==> src/sbp_pkg.sv <==
// Package with the parameter table layout, register offsets and bus carriers
package sbp_pkg;

    // APB register byte offsets
    localparam logic [11:0] DENSITY_OFFS   = 12'h004;
    localparam logic [11:0] QUAD_RD_OFFS   = 12'h008;
    localparam logic [11:0] DUAL_RD_OFFS   = 12'h00C;
    localparam logic [11:0] MODE_SUP_OFFS  = 12'h010;
    localparam logic [11:0] DUAL_ALL_OFFS  = 12'h014;
    localparam logic [11:0] BYTE_ADDR_OFFS = 12'h018;
    localparam logic [11:0] BYTE_DATA_OFFS = 12'h01C;

    // Discovery space placement of the table
    localparam logic [15:0] TABLE_BASE     = 16'h1090;
    localparam logic [15:0] LEGACY_BASE    = 16'h108E;
    localparam logic [15:0] LEGACY_SHIFT   = 16'h0002;
    localparam logic [4:0]  TABLE_FIRST    = 5'h04;
    localparam logic [4:0]  TABLE_LAST     = 5'h17;

    // Density: zero based bit count of a 64 Mb part
    localparam logic [31:0] DENSITY_BITS   = 32'h03FFFFFF;

    // Read descriptors
    localparam logic [7:0]  QUAD_IO_OP     = 8'hEB;
    localparam logic [2:0]  QUAD_IO_MODE   = 3'h2;
    localparam logic [7:0]  QUAD_OUT_OP    = 8'h6B;
    localparam logic [2:0]  QUAD_OUT_MODE  = 3'h0;
    localparam logic [7:0]  DUAL_OUT_OP    = 8'h3B;
    localparam logic [2:0]  DUAL_OUT_MODE  = 3'h0;
    localparam logic [7:0]  DUAL_IO_OP     = 8'hBB;
    localparam logic [2:0]  DUAL_IO_MODE   = 3'h4;
    localparam logic [4:0]  DEFAULT_DUMMY  = 5'h08;
    localparam logic [4:0]  PLAIN_DUMMY    = 5'h08;

    // Mode support and dual-all fill
    localparam logic        FOUR_WIRE_OK   = 1'h1;
    localparam logic        DUAL_ALL_OK    = 1'h0;
    localparam logic [2:0]  RSV3           = 3'h7;
    localparam logic [7:0]  RSV8           = 8'hFF;
    localparam logic [2:0]  DUAL_ALL_MODE  = 3'h7;
    localparam logic [4:0]  DUAL_ALL_DUMMY = 5'h1F;
    localparam logic [7:0]  DUAL_ALL_OP    = 8'hFF;

    // Reset values
    localparam logic [15:0] BYTE_ADDR_RST  = 16'h1094;
    localparam logic [31:0] ZERO_WORD      = 32'h00000000;

    // Mode cycles in bits 7:5, dummy cycles in bits 4:0
    typedef struct packed {
        logic [2:0] mode_cycles;
        logic [4:0] dummy_cycles;
    } sbp_latency_t;

    // APB request as seen by the slave
    typedef struct packed {
        logic        psel;
        logic        penable;
        logic        pwrite;
        logic [11:0] paddr;
        logic [31:0] pwdata;
    } sbp_apb_req_t;

    // APB answer
    typedef struct packed {
        logic        pready;
        logic        pslverr;
        logic [31:0] prdata;
    } sbp_apb_rsp_t;

    // Byte lookup request and answer
    typedef struct packed {
        logic [15:0] addr;
    } sbp_lookup_req_t;

    typedef struct packed {
        logic       hit;
        logic [7:0] data;
    } sbp_lookup_rsp_t;

endpackage

==> src/sbp_basic_param_table.sv <==
// Top of the basic flash parameter table block with APB register access
//
// What this block does
// Table starts at discovery address 1090h
// Density zero based, 03FFFFFFh, LSB first
// Quad I/O: EBh, mode 010b, dummy 01000b
// Quad output: 6Bh, mode 000b, dummy 01000b
// Dual output: 3Bh, mode 000b, dummy 01000b
// Dual I/O: BBh, mode 100b, dummy 01000b
// Dummy counts are factory default latency
// Four-wire command mode support bit reads 1
// Dual-all unsupported, its fields all ones
// Reserved bits in dwords five, six read ones
// Each byte also at legacy offset plus two
`timescale 1ns/100ps

module sbp_basic_param_table (
    input  wire logic        clock,
    input  wire logic        nrst,
    input  wire logic        psel,
    input  wire logic        penable,
    input  wire logic        pwrite,
    input  wire logic [11:0] paddr,
    input  wire logic [31:0] pwdata,
    output logic             pready,
    output logic             pslverr,
    output logic [31:0]      prdata
);

    typedef struct packed {
        logic [15:0] byte_addr;
    } sbp_top_state_t;

    sbp_top_state_t            state_reg;
    sbp_top_state_t            state_next;
    sbp_pkg::sbp_apb_req_t     apb_req;
    sbp_pkg::sbp_apb_rsp_t     apb_rsp;
    sbp_pkg::sbp_lookup_req_t  lookup_req;
    sbp_pkg::sbp_lookup_rsp_t  lookup_rsp;
    logic                      write_strobe;
    logic [31:0]               density_word;
    logic [31:0]               quad_word;
    logic [31:0]               dual_word;
    logic [31:0]               mode_word;
    logic [31:0]               dual_all_word;
    logic [31:0]               read_word;
    logic                      read_valid;

    assign apb_req = '{psel: psel, penable: penable, pwrite: pwrite,
                       paddr: paddr, pwdata: pwdata};

    // Byte pointer into the discovery space steers the byte lookup
    assign lookup_req.addr = state_reg.byte_addr;  // see R1

    sbp_table_rom u_rom (
        .clock         (clock),
        .nrst          (nrst),
        .req           (lookup_req),
        .rsp           (lookup_rsp),
        .density_word  (density_word),
        .quad_word     (quad_word),      // see R3, see R4
        .dual_word     (dual_word),      // see R5, see R6
        .mode_word     (mode_word),      // see R8
        .dual_all_word (dual_all_word)   // see R9
    );

    sbp_apb_if u_apb (
        .clock        (clock),
        .nrst         (nrst),
        .req          (apb_req),
        .read_word    (read_word),
        .read_valid   (read_valid),
        .write_strobe (write_strobe),
        .rsp          (apb_rsp)
    );

    // Read decode; unmapped addresses answer with an error and zero data
    always_comb
    begin
        read_valid = 1'b1;
        if (paddr == sbp_pkg::DENSITY_OFFS)
            read_word = density_word;
        else if (paddr == sbp_pkg::QUAD_RD_OFFS)
            read_word = quad_word;
        else if (paddr == sbp_pkg::DUAL_RD_OFFS)
            read_word = dual_word;
        else if (paddr == sbp_pkg::MODE_SUP_OFFS)
            read_word = mode_word;
        else if (paddr == sbp_pkg::DUAL_ALL_OFFS)
            read_word = dual_all_word;
        else if (paddr == sbp_pkg::BYTE_ADDR_OFFS)
            read_word = {16'h0000, state_reg.byte_addr};
        else if (paddr == sbp_pkg::BYTE_DATA_OFFS)
            read_word = {23'h000000, lookup_rsp.hit, lookup_rsp.data};
        else
        begin
            read_word  = sbp_pkg::ZERO_WORD;
            read_valid = 1'b0;
        end
        // Table words are read only; writing them is an error
        if (pwrite && paddr != sbp_pkg::BYTE_ADDR_OFFS)
            read_valid = 1'b0;
    end

    // Pointer register: the only writable location
    always_comb
    begin
        state_next = state_reg;
        if (write_strobe && paddr == sbp_pkg::BYTE_ADDR_OFFS)
            state_next.byte_addr = pwdata[15:0];
    end

    always_ff @(posedge clock)
    begin
        if (!nrst)
        begin
            state_reg.byte_addr <= sbp_pkg::BYTE_ADDR_RST;
        end
        else
        begin
            state_reg <= state_next;
        end
    end

    assign pready  = apb_rsp.pready;
    assign pslverr = apb_rsp.pslverr;
    assign prdata  = apb_rsp.prdata;

endmodule // sbp_basic_param_table

==> src/sbp_table_rom.sv <==
// Constant table of the five parameter double words, registered byte read
`timescale 1ns/100ps

module sbp_table_rom (
    input  wire logic                     clock,
    input  wire logic                     nrst,
    input  wire sbp_pkg::sbp_lookup_req_t req,
    output sbp_pkg::sbp_lookup_rsp_t      rsp,
    output logic [31:0]                   density_word,
    output logic [31:0]                   quad_word,
    output logic [31:0]                   dual_word,
    output logic [31:0]                   mode_word,
    output logic [31:0]                   dual_all_word
);

    typedef struct packed {
        sbp_pkg::sbp_lookup_rsp_t rsp;
    } sbp_rom_state_t;

    sbp_rom_state_t state_reg;
    sbp_rom_state_t state_next;
    logic [7:0]     table_bytes [0:19];
    logic [15:0]    rel_addr;
    logic [4:0]     index;

    // Double words assembled from named fields
    assign density_word  = sbp_pkg::DENSITY_BITS;
    // see R3, see R4, see R5, see R6, see R7, see R8, see R9
    assign quad_word     = {sbp_pkg::QUAD_OUT_OP, sbp_pkg::QUAD_OUT_MODE,
                            sbp_pkg::PLAIN_DUMMY, sbp_pkg::QUAD_IO_OP,
                            sbp_pkg::QUAD_IO_MODE, sbp_pkg::DEFAULT_DUMMY};
    assign dual_word     = {sbp_pkg::DUAL_IO_OP, sbp_pkg::DUAL_IO_MODE,
                            sbp_pkg::DEFAULT_DUMMY, sbp_pkg::DUAL_OUT_OP,
                            sbp_pkg::DUAL_OUT_MODE, sbp_pkg::PLAIN_DUMMY};
    assign mode_word     = {sbp_pkg::RSV8, sbp_pkg::RSV8, sbp_pkg::RSV8,
                            sbp_pkg::RSV3, sbp_pkg::FOUR_WIRE_OK,
                            sbp_pkg::RSV3, sbp_pkg::DUAL_ALL_OK};
    assign dual_all_word = {sbp_pkg::DUAL_ALL_OP, sbp_pkg::DUAL_ALL_MODE,
                            sbp_pkg::DUAL_ALL_DUMMY, sbp_pkg::RSV8, sbp_pkg::RSV8};

    // Little-endian byte view, one entry per table byte
    genvar g;
    generate
        for (g = 0; g < 20; g = g + 1)
        begin : g_bytes
            logic [159:0] flat;
            assign flat = {dual_all_word, mode_word, dual_word, quad_word, density_word};
            assign table_bytes[g] = flat[8*g +: 8];
        end
    endgenerate

    // Either window into the discovery space maps onto the same bytes
    always_comb
    begin
        state_next = state_reg;
        rel_addr   = req.addr - sbp_pkg::TABLE_BASE;
        if (req.addr >= sbp_pkg::TABLE_BASE + 16'(sbp_pkg::TABLE_FIRST)
            && req.addr <= sbp_pkg::TABLE_BASE + 16'(sbp_pkg::TABLE_LAST))
        begin
            rel_addr = req.addr - sbp_pkg::TABLE_BASE;
        end
        else
        begin
            rel_addr = req.addr - sbp_pkg::LEGACY_BASE - sbp_pkg::LEGACY_SHIFT;
        end
        index = rel_addr[4:0] - sbp_pkg::TABLE_FIRST;
        if (rel_addr[15:5] == 11'h000 && rel_addr[4:0] >= sbp_pkg::TABLE_FIRST
            && rel_addr[4:0] <= sbp_pkg::TABLE_LAST)
        begin
            state_next.rsp.hit  = 1'b1;
            state_next.rsp.data = table_bytes[index];
        end
        else
        begin
            state_next.rsp.hit  = 1'b0;
            state_next.rsp.data = 8'hFF;
        end
    end

    always_ff @(posedge clock)
    begin
        if (!nrst)
            state_reg <= '0;
        else
            state_reg <= state_next;
    end

    assign rsp = state_reg.rsp;

endmodule // sbp_table_rom

==> src/sbp_apb_if.sv <==
// Two-wait APB slave front end for the parameter table
`timescale 1ns/100ps

module sbp_apb_if (
    input  wire logic                   clock,
    input  wire logic                   nrst,
    input  wire sbp_pkg::sbp_apb_req_t  req,
    input  wire logic [31:0]            read_word,
    input  wire logic                   read_valid,
    output logic                        write_strobe,
    output sbp_pkg::sbp_apb_rsp_t       rsp
);

    typedef struct packed {
        logic                  waited;
        sbp_pkg::sbp_apb_rsp_t rsp;
    } sbp_apb_state_t;

    sbp_apb_state_t state_reg;
    sbp_apb_state_t state_next;

    // Two wait states so the registered table byte is ready in time
    always_comb
    begin
        state_next            = state_reg;
        state_next.rsp.pready = 1'b0;
        if (req.psel && req.penable && !state_reg.rsp.pready)
        begin
            if (state_reg.waited)
            begin
                state_next.rsp.pready  = 1'b1;
                state_next.rsp.pslverr = !read_valid;
                state_next.rsp.prdata  = req.pwrite ? sbp_pkg::ZERO_WORD : read_word;
                state_next.waited      = 1'b0;
            end
            else
            begin
                state_next.waited = 1'b1;
            end
        end
        else
        begin
            state_next.waited = 1'b0;
        end
    end

    always_ff @(posedge clock)
    begin
        if (!nrst)
            state_reg <= '0;
        else
            state_reg <= state_next;
    end

    assign rsp          = state_reg.rsp;
    assign write_strobe = req.psel && req.penable && req.pwrite && state_reg.rsp.pready;

endmodule // sbp_apb_if

==> config.mk <==
export PLATFORM = sky130hd
export DESIGN_NAME = sbp_basic_param_table
export DESIGN_NICKNAME = d
export VERILOG_FILES = /design/src/sbp_pkg.sv /design/src/sbp_basic_param_table.sv /design/src/sbp_table_rom.sv /design/src/sbp_apb_if.sv
export SDC_FILE = /design/constraint.sdc
export NUM_CORES = 1
export LEC_CHECK = 0
export BUFFER_PORTS_ARGS = -buffer_cell sky130_fd_sc_hd__buf_2
export CAP_MARGIN = 20
export CORE_UTILIZATION = 47
export CTS_CLUSTER_DIAMETER = 120
export DETAILED_ROUTE_END_ITERATION = 16
export PLACE_DENSITY_LB_ADDON = 0.15
export SKIP_LAST_GASP = 1
export SYNTH_ARGS = -nofsm -noshare
export SYNTH_HDL_FRONTEND = slang
export SYNTH_SLANG_ARGS = --single-unit
==> constraint.sdc <==
create_clock -name clock -period 2.3 [get_ports clock]
set_clock_uncertainty 0.2 [all_clocks]
set_input_delay 0.23 -clock clock [delete_from_list [all_inputs] [get_ports clock]]
set_output_delay 0.23 -clock clock [all_outputs]
set_load 0.01 [all_outputs]
==> impl_metrics.toml, run 1 <==
[sta]
slew_headroom_pct = 57.6
report.final.hold_viol_count = 0
maxSlewViolCount = 0
min_period_ns = 2.10
fmax_mhz = 476
tns_ns = 0
setup_violations = 0
post-route-period-util_pct = 91.3
rsz0062_at_grt = "no"
tightest_slew_ns = 0.631

[job]
drv_cap = 0

[logic_synthesis]
syn_inst = 346
ys_types = 52
syn_area_mm2 = 0.00284
yosys-top-cells-area = "dfxtp_1 36%, buf_4 8.5%, nand3_1 4.9%"
ys.flop_type = "dfxtp_1"
synth_nets = 398
synth_area_leader_cell = "dfxtp_1"
ys_seq_area_share_pct = 36.0
ys_seq_elements = 51
synth_top_area_share_pct = 36.0
yosysWarningCount = 0
synth_edf_count = 0
async_flop_share_pct = 0
avgSynthCellArea_um2 = 8.21

[finish]
final_cell_mix = "66 x buf_2, 51 x dfxtp_1, 28 x nand3_1, 22 x a21oi_1, 22 x nand2_1"
final_nets = 454
layout-drive-gt1-share_pct = 25.3
multi_input_area_mm2 = 0.00144
nFillCells = 539
final_common_cell = "buf_2"
seq_area_mm2 = 0.00102
diodes = 0
largest_register_ffs = 25
area_growth_pct = 19.3

[hold_path]
whs_endpoint = "u_apb.rsp[32]"
hold_start = "paddr[0]"
hold_class = "in2reg"
whs_path_depth = 4

[worst_setup_path]
critPathCaptureType = "flop"
rr_worst_depth = 4
cp_max_fo = 9
rrSetupSlack_ns = 0.20
critPathArrivalTime_ns = 2.06
r2r-start = "lookup_req[9]"
crit_type = "reg2reg"
critPathLaunchType = "flop"
cp.required_ns = 2.26
rr_endpoint = "u_rom.rsp[6]"

[routing]
vias = 2626
ant_nets = 0
drcViolationCount = 0
wl_per_cell_um = 14.2
viasPerCell = 5.53
routed_wl_mm = 6.75
dr.first_iter.drc_count = 207
drtPass1Iterations = 4

[global_routing]
grt.overflow.total = 0
grt_use_total_pct = 22.8
grt_max_degree = 25
grt_pass1_wl_mm = 11.3
grt_antenna_before_repair = 0
grt_pass1_vias = 2368

[power]
power.leakage_nw = 1.42
p_total_mw = 1.78
irDropWorstVdd_mv = 0.239
p_per_area_mw_per_mm2 = 525

[outcome]
outcome = "finished, final reports clean"

[clock_network]
clock_path_buffers = 2
clk_root_buffer_cell = "clkbuf_8"
clock-sinks = 51
clkSlewWorstSetupHoldPaths_ns = 0.10
cts_resized = 0
htreeDepth = 2
cts_buffers = 5
insertion_delay_ns = 0.31
cts_tree = "built"

[floorplan]
dieArea_mm2 = 0.00636
initial_utilization_pct = 50.0
die_w_um = 79.7
die_h_um = 79.7
core_mm2 = 0.00568
io_pins = 83
fp-row-count = 27

[placed_design]
io_buffer_count = 66
gp_congestion = 0.837
hpwlAfterDp_mm = 4.73
==> worst max path at each step <==
stage / startpoint / endpoint / slack (ns)
after global routing: lookup_req[4] / u_rom.rsp[6] / 0.06
after CTS: lookup_req[9] / u_rom.rsp[6] / 0.22
after detailed placement: paddr[11] / lookup_req[0] / 0.1
final: lookup_req[9] / u_rom.rsp[6] / 0.20
after floorplan: lookup_req[2] / u_rom.rsp[6] / 0.11
after global placement: paddr[11] / lookup_req[1] / 0.1
==> layer usage <==
metal | wire [um] | vias to the layer above | GRT usage, %
met5 | 0 | - | 0
met4 | 67 | 0 | 6.55
met3 | 230 | 8 | 4.23
met2 | 3040 | 63 | 34.9
met1 | 3410 | 1221 | 32.2
li1 | - | 1334 | -
==> stage by stage <==
stage               hold WS, ns  instance area [um2]  util [%]  worst slack [ns]  cells
finish                    0.171                 3390      59.7             0.200    475
global route              0.181                 3390      59.7            0.0597    475
CTS                       0.164                 3390      59.7             0.220    475
detailed placement        0.241                 3060      54.0            0.0954    448
global placement          0.223                 3060      54.0            0.0957    448
floorplan                 0.102                 2840         -             0.112    346
==> cell type report <==
type	count	area share [%]
Clock buffer	6	2.14
Clock inverter	2	1.77
Inverter	7	0.776
Multi-Input combinational cell	231	42.5
Sequential cell	51	30.1
Tap cell	72	2.66
Timing Repair Buffer	106	20.0
==> kinds of logic after synthesis <==
family | Yosys count | share of synthesized area (%)
AOI/OAI and AO/OA | 90 | 20.5
adders and majority gates | 3 | 1.32
xor gates and xnor gates | 8 | 2.47
DFF | 51 | 36.0
and+or+nand+nor | 126 | 24.9
muxes | 4 | 1.45
buffers and inverters | 64 | 13.4
==> cells in the mapped netlist (2+ instances only) <==
cell / count
dfxtp_1: 51
nand2_1: 22
nand3b_1: 3
o21bai_1: 3
nor4_1: 3
inv_1: 6
nor2b_1: 7
nor3_1: 7
xor2_1: 5
a211oi_1: 2
buf_1: 2
a2bb2oi_1: 2
a41oi_1: 9
ha_1: 3
nand2b_1: 8
nand4_1: 6
mux2i_1: 3
nand3_1: 28
nor2_1: 18
nor4_2: 3
buf_2: 3
xnor2_1: 3
nand4b_1: 7
a21oi_1: 22
or3_1: 2
buf_4: 32
clkbuf_1: 18
o21ai_1: 11
o21ai_0: 16
a22oi_1: 6
a22o_1: 5
buf_6: 2
nor3b_1: 2
o211ai_1: 5
or4_1: 4
==> power by group <==
| part | internal (mW) | leakage (nW) | switching (mW) | total, mW |
|---|---|---|---|---|
| logic | 0.0701 | 0.938 | 0.0689 | 0.139 |
| registers | 0.892 | 0.414 | 0.00279 | 0.895 |
| clock network | 0.435 | 0.0654 | 0.308 | 0.743 |
==> repair_timing <==
item | CTS | global route
endpoints found under the hold margin | 17 | 0
buffers inserted | 0 | 0
hold buffers | 19 | 0
==> critical path: stages, from the launching register on <==
cell	delay [ns]
dfxtp_1	0.37
or4_1	0.54
a221o_1	0.27
o21ai_1	0.35
a41oi_1	0.24
Power figures use the tool's default switching activity.
==> run 2, diff against run 1 <==
- CORE_MARGIN: default -> 5
==> impl_metrics.toml, run 2 (synthesis gave the netlist of run 1 again) <==
[clock_network]
cts_resized = 0
clock_path_buffers = 2
clk_root_buffer_cell = "clkbuf_8"
cts_tree = "built"
htreeDepth = 2
cts_hold_buf = 19
clock-sinks = 51
clkSlewWorstSetupHoldPaths_ns = 0.09
insertion_delay_ns = 0.30
cts_setup_buffers = 0
cts_buffers = 5

[worst_setup_path]
cp_max_fo = 9
critPathArrivalTime_ns = 2.05
crit_chain = "nor3_1 > mux2_2 > a2111oi_0 > a41oi_1"
critPathCaptureType = "flop"
cp.required_ns = 2.25
critPathMaxStageDelay_ns = 0.46
cp_top_family = "compound AO/OA/AOI/OAI gates"
crit_buf_inv = 0
slowest_stage = "mux2_2"
critPathLaunchType = "flop"
crit_type = "reg2reg"

[routing]
drtPass1Iterations = 4
routed_wl_mm = 6.92
ant_nets = 0
drcViolationCount = 0
dr.first_iter.drc_count = 173
wl_per_cell_um = 14.5
vias = 2635
viasPerCell = 5.51

[floorplan]
fp-row-count = 28
die_h_um = 87.7
die_w_um = 87.7
initial_utilization_pct = 48.2
dieArea_mm2 = 0.00769
core_mm2 = 0.00589
io_pins = 83

[power]
power.leakage_nw = 1.39
comb_power_share_pct = 9.0
power_switching_uw = 377
power_frac_seq_pct = 57.7
switching_share_pct = 24.3
cell_internal_pwr_mw = 1.17
irDropWorstVdd_mv = 0.249
p_per_area_mw_per_mm2 = 464
p_clk_share_pct = 33.3

[placed_design]
hpwlAfterDp_mm = 4.97
gp_congestion = 0.811
io_buffer_count = 66
placed_area_mm2 = 0.00307

[sta]
tns_ns = 0
fmax_mhz = 476
tightest_slew_ns = 0.714
slew_headroom_pct = 52.2
report.final.hold_viol_count = 0
maxSlewViolCount = 0
min_period_ns = 2.10
post-route-period-util_pct = 91.3
setup_violations = 0
rsz0062_at_grt = "no"

[global_routing]
grt_max_degree = 25
grt_pass1_wl_mm = 11.5
grt_util_met1_pct = 24.4
met2_usage_pct = 31.7
grtUsageMet3_pct = 3.57
grt_pass1_vias = 2422
grt_antenna_before_repair = 0
grt.overflow.total = 0
top_usage_layer = "met2"
grt_use_total_pct = 18.6

[finish]
area_growth_pct = 17.9
final_cell_mix = "66 x buf_2, 51 x dfxtp_1, 28 x nand3_1, 22 x a21oi_1, 22 x nand2_1"
largest_register_ffs = 25
final_cell_area_mm2 = 0.00335
diodes = 0
layout-drive-gt1-share_pct = 25.6
nFillCells = 566
final_nets = 454
final_common_cell = "buf_2"

[outcome]
outcome = "finished, final reports clean"

[job]
drv_cap = 0

[hold_path]
hold_class = "in2reg"
==> run 2: per-stage QoR <==
stage               setup slack, ns  util (%)  instances  power, mW  hold slack [ns]
floorplan                     0.112         -        346      0.980            0.102
global placement             0.0982      52.1        451       1.03            0.225
detailed placement           0.0919      52.1        451       1.03            0.235
CTS                           0.213      56.9        478       1.57            0.155
global route                0.00944      56.9        478       1.62            0.200
finish                        0.200      56.9        478       1.55            0.176
==> run 2: worst min-delay path, delay by kind of cell <==
kind | cells | cell delay, ns
buffers and inverters | 2 | 0.24
and+or+nand+nor | 1 | 0.12
AOI/OAI and AO/OA | 1 | 0.05
==> run 2: worst paths after layout <==
check	start	end	slack, ns	depth (start not counted)
max reg2reg	lookup_req[4]	u_rom.rsp[0]	0.20	4
min	pwrite	u_apb.rsp[10]	0.18	4
max	lookup_req[4]	u_rom.rsp[0]	0.20	4
min reg2reg	u_apb.state_reg[34]	u_apb.state_reg[34]	0.25	1
==> run 2: power groups by stage <==
| stage | Combinational (mW) | Sequential (mW) | Clock, mW |
|---|---|---|---|
| after floorplan | 0.0647 | 0.915 | 0 |
| after global placement | 0.112 | 0.915 | 0 |
| after detailed placement | 0.113 | 0.916 | 0 |
| after CTS | 0.138 | 0.895 | 0.540 |
| after global routing | 0.156 | 0.896 | 0.569 |
| final | 0.140 | 0.895 | 0.517 |
==> run 2: final cells by class <==
type / count / area [um2] / share of cell area, %
Timing Repair Buffer: 106 / 678 / 20.3
Inverter: 7 / 26.3 / 0.785
Clock buffer: 5 / 68.8 / 2.06
Multi-Input combinational cell: 231 / 1440 / 43.0
Clock inverter: 3 / 20.0 / 0.598
Sequential cell: 51 / 1020 / 30.5
Tap cell: 75 / 93.8 / 2.80
==> run 2: layer usage <==
metal | vias up | share of wire (%)
li1 | 1335 | -
met3 | 6 | 5.0
met4 | 0 | 0.88
met5 | - | 0
met2 | 58 | 47
met1 | 1236 | 47
==> run 3, diff against run 2 <==
- GPL_TIMING_DRIVEN: default -> 0
- SETUP_SLACK_MARGIN: default -> 0.05
==> impl_metrics.toml, run 3 (synthesis gave the netlist of run 1 again) <==
[clock_network]
cts_tree = "built"
clkSlewWorstSetupHoldPaths_ns = 0.10
clock_path_buffers = 2
clk_root_buffer_cell = "clkbuf_8"
htreeDepth = 2
insertion_delay_ns = 0.31
clock-sinks = 51
cts_buffers = 5

[routing]
vias = 2778
dr.first_iter.drc_count = 190
viasPerCell = 5.38
drtPass1Iterations = 4
wl_per_cell_um = 14.6
ant_nets = 0
drcViolationCount = 0
routed_wl_mm = 7.51

[sta]
setup_violations = 0
hold_ws_ns = 0.00716
fmax_mhz = 468
slew_headroom_pct = 39.8
tightest_slew_ns = 0.893
post-route-period-util_pct = 93.0
maxSlewViolCount = 0
rsz0062_at_grt = "no"
tns_ns = 0
setup_ws_ns = 0.161
report.final.hold_viol_count = 0
min_period_ns = 2.14

[finish]
largest_register_ffs = 25
layout-drive-gt1-share_pct = 29.9
multi_input_area_mm2 = 0.00149
final_cell_mix = "69 x buf_2, 49 x dfxtp_1, 37 x buf_4, 28 x nand3_1"
diodes = 0
area_growth_pct = 28.2
final_nets = 492
nFillCells = 550
final_common_cell = "buf_2"
post-route-util_pct = 61.8
seq_area_mm2 = 0.00102

[outcome]
outcome = "finished, final reports clean"

[floorplan]
dieArea_mm2 = 0.00769
die_w_um = 87.7
die_h_um = 87.7
core_mm2 = 0.00589
io_pins = 83
initial_utilization_pct = 48.2
fp-row-count = 28

[worst_setup_path]
cp.required_ns = 2.34
crit_chain = "buf_2 > or4_4 > buf_6 > nor3_1 > nand4_1 > nand3_1"
crit_type = "in2reg"
critPathCaptureType = "flop"
slowest_stage = "nor3_1"
cp_top_family = "simple AND/OR/NAND/NOR gates"
critPathMaxStageDelay_ns = 0.69
cp_max_fo = 7
critPathArrivalTime_ns = 2.18
crit_buf_inv = 2
critPathLaunchType = "primary input"

[global_routing]
grt_pass1_wl_mm = 12.0
grt_antenna_before_repair = 0
grt_max_degree = 16
grt.overflow.total = 0
grt_use_total_pct = 19.6
grt_pass1_vias = 2558

[placed_design]
gp_congestion = 0.864
hpwlAfterDp_mm = 5.43
place_ws_ns = -0.316
io_buffer_count = 66

[power]
irDropWorstVdd_mv = 0.274
p_per_area_mw_per_mm2 = 463
power.leakage_nw = 1.57

[job]
drv_cap = 0

[hold_path]
hold_class = "in2reg"
-- run 3: through the flow --
stage / instances / area (um2) / power (mW)
after floorplan: 346 / 2840 / 0.980
after global placement: 487 / 3260 / 1.03
after detailed placement: 487 / 3260 / 1.03
after CTS: 512 / 3570 / 1.69
after global routing: 516 / 3640 / 1.75
final: 516 / 3640 / 1.68
-- run 3: area by class of cell --
cell class	count	share of cell area, %
clock inverter	2	0.963
inverter	7	0.722
multi-input combinational	231	40.8
tap	75	2.58
buffer	56	9.69
sequential	51	28.1
clock buffer	6	2.27
timing repair buffer	88	14.9
-- run 3: repair_timing --
item / 4_1_cts / 5_1_grt
gates resized for setup: 4 / 10
pin swaps: 1 / 1
setup endpoints to repair: 9 / 17
setup buffers: 0 / 4
endpoints found under the hold margin: 17 / 0
hold buffers: 18 / 0
-- run 3: worst reg2reg max path: stages, from the launching register on --
cell      delay [ns]
dfxtp_2         0.38
buf_4           0.19
inv_1           0.09
ha_2            0.40
nor4bb_2        0.30
a211oi_1        0.07
nor3_1          0.15
a41oi_1         0.17
-- run 3: power by group --
part | internal [mW] | switching, mW | leakage [nW]
sequential | 0.892 | 0.00286 | 0.413
combinational | 0.0692 | 0.0746 | 1.10
clock | 0.352 | 0.293 | 0.0612
-- run 3: worst paths after layout --
path	start	endpoint	slack, ns	cells after the start
setup / recovery	paddr[11]	u_apb.rsp[13]	0.16	6
hold / removal	psel	u_apb.state_reg[34]	0.007	3
setup reg to reg	lookup_req[2]	u_rom.rsp[6]	0.18	7
hold reg to reg	u_apb.rsp[30]	u_apb.rsp[30]	0.26	2
-- run 3: routing by layer --
metal	GRT usage [%]	wire length, um
met5	0	0
met4	7.11	97
met3	2.63	394
met2	33.6	3620
met1	25.2	3410
